`src/common/rpb_map.svh`:
```
`ifndef RPB_MAP_SVH
`define RPB_MAP_SVH
// Register offsets (word index on the plain port)
`define RPB_ADDR_W        3
`define RPB_REG_CTRL      3'h0
`define RPB_REG_SLEEP     3'h1
`define RPB_REG_NCHK      3'h2
`define RPB_REG_LIM_MIN   3'h3
`define RPB_REG_LIM_MAX   3'h4
`define RPB_REG_STATUS    3'h5
// Field positions
`define RPB_CTRL_POLL_BIT 0
`define RPB_SLEEP_XSEL    5
`define RPB_LIM_W         6
`define RPB_SLEEP_W       5
// Reset values
`define RPB_RST_LIM_MIN   6'h0E
`define RPB_RST_LIM_MAX   6'h18
`define RPB_RST_SLEEP     5'h01
`define RPB_RST_NCHK      2'h1
// Timing
`define RPB_SLEEP_UNIT    1024
`define RPB_SLEEP_EXTEND_SELECT_MUL    8
`define RPB_DIV_BASE      16
`define RPB_DIV_CHECK     8
`define RPB_PLL_WAIT      64
`define RPB_SIG_WAIT      128
`endif

```
`src/common/rpb_pkg.sv`:
```
package rpb_pkg;
  typedef enum logic [4:0] {
    RPB_IDLE    = 5'b0_0001,
    RPB_SLEEP   = 5'b0_0010,
    RPB_PLL     = 5'b0_0100,
    RPB_SIGPROC = 5'b0_1000,
    RPB_CHECK   = 5'b1_0000
  } rpb_state_type;

  typedef struct packed {
    logic       poll_enable;
    logic [4:0] sleep_setting;
    logic       sleep_extend_select;
    logic [1:0] checked_bits;
    logic [5:0] lim_min;
    logic [5:0] lim_max;
  } rpb_cfg_type;

  typedef struct packed {
    logic synth_enable;
    logic sigproc_enable;
    logic rx_active;
    logic receiving;
  } rpb_ctl_type;
endpackage : rpb_pkg

```
`src/rpb_regs.sv`:
```
`timescale 1ns/10ps
`include "rpb_map.svh"
module rpb_regs
  import rpb_pkg::*;
(
  input  wire logic                    clock,
  input  wire logic                    rst,
  input  wire logic [`RPB_ADDR_W-1:0]  addr,
  input  wire logic [7:0]              wdata,
  input  wire logic                    wr,
  input  wire logic                    rd,
  input  wire logic [7:0]              status,
  output logic [7:0]                   rdata,
  output rpb_cfg_type                  cfg
);
  logic [7:0] ctrl_q;
  logic [7:0] sleep_q;
  logic [7:0] nchk_q;
  logic [7:0] lmin_q;
  logic [7:0] lmax_q;
  logic [7:0] rdata_d;

  always_comb
  begin
    unique case (addr)
      `RPB_REG_CTRL:    rdata_d = ctrl_q;
      `RPB_REG_SLEEP:   rdata_d = sleep_q;
      `RPB_REG_NCHK:    rdata_d = nchk_q;
      `RPB_REG_LIM_MIN: rdata_d = lmin_q;
      `RPB_REG_LIM_MAX: rdata_d = lmax_q;
      `RPB_REG_STATUS:  rdata_d = status;
      default:          rdata_d = 8'h00;
    endcase
  end

  always_ff @(posedge clock)
  begin
    if (rst)
    begin
      ctrl_q  <= 8'h00;
      sleep_q <= {3'b000, `RPB_RST_SLEEP};
      nchk_q  <= {6'b00_0000, `RPB_RST_NCHK};
      lmin_q  <= {2'b00, `RPB_RST_LIM_MIN};
      lmax_q  <= {2'b00, `RPB_RST_LIM_MAX};
      rdata   <= 8'h00;
    end
    else
    begin
      if (wr && addr == `RPB_REG_CTRL)    ctrl_q  <= {7'h00, wdata[0]};
      if (wr && addr == `RPB_REG_SLEEP)   sleep_q <= {2'b00, wdata[5:0]};
      if (wr && addr == `RPB_REG_NCHK)    nchk_q  <= {6'h00, wdata[1:0]};
      if (wr && addr == `RPB_REG_LIM_MIN) lmin_q  <= {2'b00, wdata[5:0]};
      if (wr && addr == `RPB_REG_LIM_MAX) lmax_q  <= {2'b00, wdata[5:0]};
      rdata <= rd ? rdata_d : 8'h00;
    end
  end

  assign cfg.poll_enable         = ctrl_q[`RPB_CTRL_POLL_BIT];
  assign cfg.sleep_setting       = sleep_q[`RPB_SLEEP_W-1:0];
  assign cfg.sleep_extend_select = sleep_q[`RPB_SLEEP_XSEL];
  assign cfg.checked_bits        = nchk_q[1:0];
  assign cfg.lim_min             = lmin_q[`RPB_LIM_W-1:0];
  assign cfg.lim_max             = lmax_q[`RPB_LIM_W-1:0];
endmodule : rpb_regs

```
`src/rpb_poll.sv`:
```
// What this block does
// - Loop sleep, start-up, bit-check while polling
// - Sleep lasts setting times 1024 base periods
// - Extension select gives factor one or eight
// - Synth lock first, then signal path, then check
// - Time edge intervals against programmable window
// - Bit count 0,3,6,9 means 0,6,12,18 checks
// - Interval inside window continues, outside returns sleep
// - Lower limit times period, upper minus one
// - Six-bit limits in fourth and fifth registers
// - Counter steps per check clock; ignore startup demod
// - Fail below lower at edge, or reaching upper
// - Noise check duration independent of bit count
// - All checks passed enters receiving mode
//
// The implementer's own choices: the address map and the plain strobed port.
`timescale 1ns/10ps
`include "rpb_map.svh"
module rpb_poll
  import rpb_pkg::*;
(
  input  wire logic                   clock,
  input  wire logic                   rst,
  input  wire logic [`RPB_ADDR_W-1:0] addr,
  input  wire logic [7:0]             wdata,
  input  wire logic                   wr,
  input  wire logic                   rd,
  output logic [7:0]                  rdata,
  input  wire logic                   demod_in,
  input  wire logic                   pll_lock,
  output logic                        synth_enable,
  output logic                        sigproc_enable,
  output logic                        rx_active,
  output logic                        receiving
);
  rpb_cfg_type   cfg;
  rpb_state_type state_q;
  rpb_state_type state_d;
  rpb_ctl_type   ctl_d;
  rpb_ctl_type   ctl_q;

  logic [7:0]  status;
  logic [4:0]  div_base_q;
  logic [3:0]  div_chk_q;
  logic        tick_base;
  logic        tick_chk;
  logic [17:0] sleep_cnt_q;
  logic [17:0] sleep_len;
  logic [7:0]  wait_q;
  logic [5:0]  cv_q;
  logic [4:0]  checks_q;
  logic [4:0]  checks_need;
  logic [2:0]  dm_sync_q;
  logic        dm_prev_q;
  logic        lk_sync_q1;
  logic        lk_sync_q2;
  logic        lk_sync_q3;
  logic        lock_q;
  logic        edge_seen;
  logic        too_short;
  logic        too_long;
  logic        last_check;

  rpb_regs u_regs (
    .clock  (clock),
    .rst    (rst),
    .addr   (addr),
    .wdata  (wdata),
    .wr     (wr),
    .rd     (rd),
    .status (status),
    .rdata  (rdata),
    .cfg    (cfg)
  );

  function automatic logic [4:0] check_count(input logic [1:0] nbits);
    check_count = 5'(nbits) * 5'd6;
  endfunction : check_count

  // Base and check clock enables from the system clock
  assign tick_base = (div_base_q == 5'(`RPB_DIV_BASE - 1));
  assign tick_chk  = (div_chk_q == 4'(`RPB_DIV_CHECK - 1));

  always_ff @(posedge clock)
  begin
    if (rst || tick_base)
      div_base_q <= 5'h0_0;
    else
      div_base_q <= div_base_q + 5'h0_1;
  end

  always_ff @(posedge clock)
  begin
    if (rst || tick_chk || state_q != RPB_CHECK)
      div_chk_q <= 4'h0;
    else
      div_chk_q <= div_chk_q + 4'h1;
  end

  // Pin synchronisers: change accepted when stages two and three agree
  always_ff @(posedge clock)
  begin
    if (rst)
    begin
      dm_sync_q  <= 3'h0;
      dm_prev_q  <= 1'b0;
      lk_sync_q1 <= 1'b0;
      lk_sync_q2 <= 1'b0;
      lk_sync_q3 <= 1'b0;
      lock_q     <= 1'b0;
    end
    else
    begin
      dm_sync_q  <= {dm_sync_q[1:0], demod_in};
      if (dm_sync_q[1] == dm_sync_q[2])
        dm_prev_q <= dm_sync_q[2];
      lk_sync_q1 <= pll_lock;
      lk_sync_q2 <= lk_sync_q1;
      lk_sync_q3 <= lk_sync_q2;
      if (lk_sync_q2 == lk_sync_q3)
        lock_q <= lk_sync_q3;
    end
  end

  assign edge_seen = (dm_sync_q[1] == dm_sync_q[2])
                     && (dm_sync_q[2] != dm_prev_q);

  // Sleep length in base ticks
  assign sleep_len = cfg.sleep_extend_select
                   ? 18'(cfg.sleep_setting) * 18'(`RPB_SLEEP_UNIT)
                     * 18'(`RPB_SLEEP_EXTEND_SELECT_MUL)
                   : 18'(cfg.sleep_setting) * 18'(`RPB_SLEEP_UNIT);

  assign checks_need = check_count(cfg.checked_bits);
  assign too_short   = edge_seen && (cv_q < cfg.lim_min);
  assign too_long    = (cv_q >= cfg.lim_max);
  assign last_check  = (checks_q + 5'h0_1 >= checks_need);

  always_comb
  begin
    state_d = state_q;
    if (!cfg.poll_enable)
      state_d = RPB_IDLE;
    else
    begin
      unique case (state_q)
        RPB_IDLE:
          state_d = ctl_q.receiving ? RPB_IDLE : RPB_SLEEP;
        RPB_SLEEP:
          if (tick_base && sleep_cnt_q + 18'h0_0001 >= sleep_len)
            state_d = RPB_PLL;
        RPB_PLL:
          if (lock_q && wait_q >= 8'(`RPB_PLL_WAIT))
            state_d = RPB_SIGPROC;
        RPB_SIGPROC:
          if (tick_base && wait_q >= 8'(`RPB_SIG_WAIT))
            state_d = (checks_need == 5'h0_0) ? RPB_IDLE
                                               : RPB_CHECK;
        RPB_CHECK:
          if (too_short || (tick_chk && too_long))
            state_d = RPB_SLEEP;
          else if (edge_seen && last_check)
            state_d = RPB_IDLE;
        default:
          state_d = RPB_IDLE;
      endcase
    end
  end

  always_comb
  begin
    ctl_d.synth_enable   = (state_d == RPB_PLL) || (state_d == RPB_SIGPROC)
                           || (state_d == RPB_CHECK);
    ctl_d.sigproc_enable = (state_d == RPB_SIGPROC)
                           || (state_d == RPB_CHECK);
    ctl_d.rx_active      = ctl_d.synth_enable;
    ctl_d.receiving      = cfg.poll_enable &&
      (ctl_q.receiving || (state_q != RPB_IDLE && state_d == RPB_IDLE));
    if (ctl_d.receiving)
    begin
      ctl_d.synth_enable   = 1'b1;
      ctl_d.sigproc_enable = 1'b1;
      ctl_d.rx_active      = 1'b1;
    end
  end

  always_ff @(posedge clock)
  begin
    if (rst)
    begin
      state_q <= RPB_IDLE;
      ctl_q   <= '0;
    end
    else
    begin
      state_q <= state_d;
      ctl_q   <= ctl_d;
    end
  end

  // Sleep and start-up timers on the base enable
  always_ff @(posedge clock)
  begin
    if (rst || state_q != RPB_SLEEP)
      sleep_cnt_q <= 18'h0_0000;
    else if (tick_base)
      sleep_cnt_q <= sleep_cnt_q + 18'h0_0001;
  end

  always_ff @(posedge clock)
  begin
    if (rst || state_d != state_q)
      wait_q <= 8'h00;
    else if (tick_base && wait_q != 8'hFF)
      wait_q <= wait_q + 8'h01;
  end

  // Interval counter runs only in bit-check; demod ignored before
  always_ff @(posedge clock)
  begin
    if (rst || state_q != RPB_CHECK || edge_seen)
      cv_q <= 6'h00;
    else if (tick_chk && cv_q != 6'h3F)
      cv_q <= cv_q + 6'h01;
  end

  always_ff @(posedge clock)
  begin
    if (rst || state_q != RPB_CHECK)
      checks_q <= 5'h0_0;
    else if (edge_seen)
      checks_q <= checks_q + 5'h0_1;
  end

  assign status = {3'h0, state_q == RPB_CHECK, state_q == RPB_SIGPROC,
                   state_q == RPB_PLL, state_q == RPB_SLEEP,
                   ctl_q.receiving};

  assign synth_enable   = ctl_q.synth_enable;
  assign sigproc_enable = ctl_q.sigproc_enable;
  assign rx_active      = ctl_q.rx_active;
  assign receiving      = ctl_q.receiving;
endmodule : rpb_poll

```
`config.mk`:
```
export PLATFORM = sky130hd
export DESIGN_NAME = rpb_poll
export DESIGN_NICKNAME = d
export VERILOG_FILES = /design/src/common/rpb_pkg.sv /design/src/rpb_regs.sv /design/src/rpb_poll.sv
export VERILOG_INCLUDE_DIRS = /design/src /design/src/common
export SDC_FILE = /design/constraint.sdc
export NUM_CORES = 1
export LEC_CHECK = 0
export BUFFER_PORTS_ARGS = -buffer_cell sky130_fd_sc_hd__buf_2
export CORE_ASPECT_RATIO = 1.1
export CORE_MARGIN = 2
export CORE_UTILIZATION = 55
export DETAILED_ROUTE_END_ITERATION = 8
export GPL_TIMING_DRIVEN = 0
export PLACE_DENSITY_LB_ADDON = 0.08
export SLEW_MARGIN = 20
export SYNTH_ARGS = -nofsm -noshare
export SYNTH_HDL_FRONTEND = slang
export SYNTH_HIERARCHICAL = 1
export SYNTH_SLANG_ARGS = --single-unit
```
`constraint.sdc`:
```
create_clock -name clock -period 2.9 [get_ports clock]
set_input_delay 0.145 -clock clock [delete_from_list [all_inputs] [get_ports clock]]
set_output_delay 0.145 -clock clock [all_outputs]
set_load 0.05 [all_outputs]
```
==> out/results.tsv <==
stage	metric	value	unit
run_status	status	finished with violations	
run_status	violations	setup timing	
logic_synthesis	netlist_area	5070	um^2
min_path	worstHoldPathType	primary input to flop	
routing	drc	0	
critical_path	cp.required	3.19	ns
clocking	clk_pin_slew	0.09	ns
sta	worst_slack	-0.0239	ns
routing	dr.first_iter.drc_count	170	
global_route	grt_first_pass_wirelength	18.4	mm
sta	setup_viol	7	
routing	antenna_left	0	
clocking	numCtsBuffers	9	
routing	vias	4064	
sta	drv_slew	0	
finish	area_growth	15.5	%
power	leakage	2.41	nW
placement	gp_congestion	0.872	
global_route	grt_usage	23.1	%
critical_path	crit_slowest_cell	dfxtp_2	
logic_synthesis	yosysSeqAreaShare	35.9	%
logic_synthesis	synth_cells	567	
power	power.switching	0.552	mW
floorplan	dieArea	10000	um^2
finish	diodes	0	
placement	place_inst	708	
sta	fin_crit_sh	101	%
critical_path	slowest_delay	0.33	ns
finish	mostFrequentLayoutCell	dfxtp_1	
clocking	cts_buffer_depth	2	
placement	detailedPlace.worstSlack	-0.595	ns
power	powerDensity	396	nW/um^2
sta	slew_headroom	59.8	%
critical_path	cp-start-kind	flop	
clocking	cts_htree_levels	3	
floorplan	die_w	95.6	um
logic_synthesis	ys_types	66	
logic_synthesis	ys_warn_count	6	
power	pwr-share-seq	54.9	%
routing	detail_route.first_pass.iterations	6	
clocking	cts-root-buf	clkbuf_8	
routing	wl_per_cell	14.6	um
finish	most-common-layout-cells	dfxtp_1 (83), nor2_1 (65), nand2_1 (36), ha_1 (34)	
logic_synthesis	synth.area.top_cells	dfxtp_1 (36%), ha_1 (8.6%), mux2i_1 (5.9%)	
floorplan	rows	36	
sta	hold_viol	0	
critical_path	crit_chain	and4_4 -> nand2_4 -> nor3_4 -> buf_6 -> nand4_1 -> xnor2_2 -> ha_1 -> o211ai_1 -> a211o_1 -> nand4_1 -> a211oi_2 -> o2111ai_2 -> buf_6 -> nor3_2	
floorplan	initial_core_util	56.9	%
placement	hpwl	7.88	mm
critical_path	crit_path_end_kind	flop	
power	p_total	2.32	mW
floorplan	io_pins	29	
floorplan	die_y	105	um
finish	final_cells	739	
finish	drive_above_1_share	19.5	%
finish	nFillCells	745	
sta	fmax	0.342	GHz
power	internal_power	1.77	mW
logic_synthesis	ys_async_sr_fraction	0	%
clocking	clock_latency	0.36	ns
sta	worstMarginPinSlew	0.602	ns
sta	timing.final.crit_period	2.92	ns
finish	layout.nets	672	
global_route	grt_pass1_vias	4034	
sta	skew	0.00736	ns
placement	port_buffers	25	
routing	wirelength	10.8	mm
job	maxCapViolCount	0	
power	peakVddDrop	0.000227	V
logic_synthesis	syn_avg_cell_area	8.95	um^2
clocking	cts.sinks	91	
power	combPwrFrac	6.0	%
critical_path	setup.worst_path.class	flop to flop	
logic_synthesis	yosys.area.top_type	dfxtp_1	
logic_synthesis	yosysTopAreaCellShare	35.9	%
logic_synthesis	ys_ff_latch	91	
logic_synthesis	synthFlopType	dfxtp_1	
power	netSwitchingFraction	23.8	%
floorplan	coreArea	8920	um^2
critical_path	arrival	3.21	ns
global_route	grt_max_degree	16	
global_route	grt-ovfl-total	0	
routing	vias_per_cell	5.50	
logic_synthesis	synth_edf_count	0	
critical_path	crit_fanout	8	
global_route	antenna_found_initial	0	
power	power_frac_clock	39.1	%
sta	rsz0062_at_grt	true	
clocking	cts_tree	built	
## metrics by stage
stage | hold slack [ns] | util [%] | setup TNS (ns) | instance area (um^2)
finish | 0.0149 | 65.7 | -0.0741 | 5860
global route | 0.0305 | 65.7 | -1.77 | 5860
CTS | 0.00400 | 64.8 | -0.0692 | 5780
detailed placement | 0.360 | 60.0 | -5.53 | 5350
global placement | 0.355 | 60.0 | -4.52 | 5350
floorplan | 0.239 | - | 0 | 5080
## critical path: cells and delay by family, from the launching register on
kind | cells | cell delay (ns)
buf+inv | 2 | 0.31
xor+xnor | 1 | 0.18
flops | 1 | 0.33
fa+ha+maj | 1 | 0.31
compound gates | 4 | 0.79
simple gates | 6 | 0.91
## per-layer routing
metal  vias to the layer above  part of all wire [%]  GRT usage [%]
met5                         -                     0              0
met1                      1918                    44           27.6
met4                         0                   2.1           9.59
met2                        46                    52           40.5
met3                        18                   2.3           3.17
li1                       2082                     -              -
## worst paths after layout
check | slack, ns | cells after the start | end | start
min reg2reg | 0.45 | 1 | lk_sync_q2 | lk_sync_q1
max | -0.02 | 14 | wait_q[0] | sleep_cnt_q[8]
min | 0.01 | 2 | lk_sync_q1 | pll_lock
max reg2reg | -0.02 | 14 | wait_q[0] | sleep_cnt_q[8]
## registers in the layout (all words and copies together), names as in the netlist, 2 cells and up
register        count
u_regs/lmax_q       6
div_chk_q           4
state_q             5
sleep_cnt_q        18
cv_q                6
wait_q              8
checks_q            5
u_regs/lmin_q       6
div_base_q          5
u_regs/nchk_q       2
u_regs/rdata        8
dm_sync_q           3
u_regs/sleep_q      6
## logic make-up (layout without fill, tap and decap cells)
| logic type | after synthesis | after routing | synth area share, % |
|---|---|---|---|
| xor gates and xnor gates | 49 | 49 | 8.46 |
| buffers and inverters | 55 | 111 | 4.86 |
| adders and majority gates | 35 | 35 | 8.63 |
| and+or+nand+nor | 228 | 228 | 24.1 |
| other | 1 | 3 | 0.0739 |
| DFF | 91 | 91 | 35.9 |
| muxes | 30 | 30 | 5.92 |
| AOI/OAI and AO/OA | 78 | 78 | 12.0 |
## repair_timing
| action | CTS | global route |
|---|---|---|
| pin swaps | 22 | 9 |
| gates resized for setup | 36 | 13 |
| hold buffers | 1 | 0 |
| setup buffers | 11 | 4 |
| hold endpoints to repair | 1 | 0 |
| endpoints found under the setup margin | 11 | 11 |
## cell usage after synthesis (5+ instances only)
cell type	instances
a211o_1	9
nor2_1	66
and3_1	10
xnor2_1	24
ha_1	35
o211ai_1	5
nor3_1	19
nand4_1	14
buf_2	5
nor2b_1	17
or3_1	6
buf_4	5
nand2_1	38
o21ai_0	11
mux2i_1	30
dfxtp_1	91
inv_1	31
a21oi_1	14
xor2_1	25
and4_1	5
nand3_1	14
clkbuf_1	10
nand2b_1	9
## power groups by stage
stage	Combinational [mW]	Sequential, mW	Clock, mW
2_1_floorplan	0.0869	1.31	0
3_3_place_gp	0.130	1.31	0
3_5_place_dp	0.133	1.31	0
4_1_cts	0.139	1.28	0.938
5_1_grt	0.154	1.28	0.985
6_report	0.139	1.28	0.907
## area by class of cell
cell class / instances / area [um^2] / share of cell area [%]
repair buffers: 41 / 255 / 4.36
clock inverters: 5 / 60.1 / 1.02
well taps: 114 / 143 / 2.43
flip-flops and latches: 91 / 1840 / 31.4
inverters: 31 / 116 / 1.99
plain buffers: 23 / 135 / 2.31
multi-input cells: 423 / 3160 / 53.9
clock buffers: 11 / 151 / 2.58
Power figures use the tool's default switching activity.
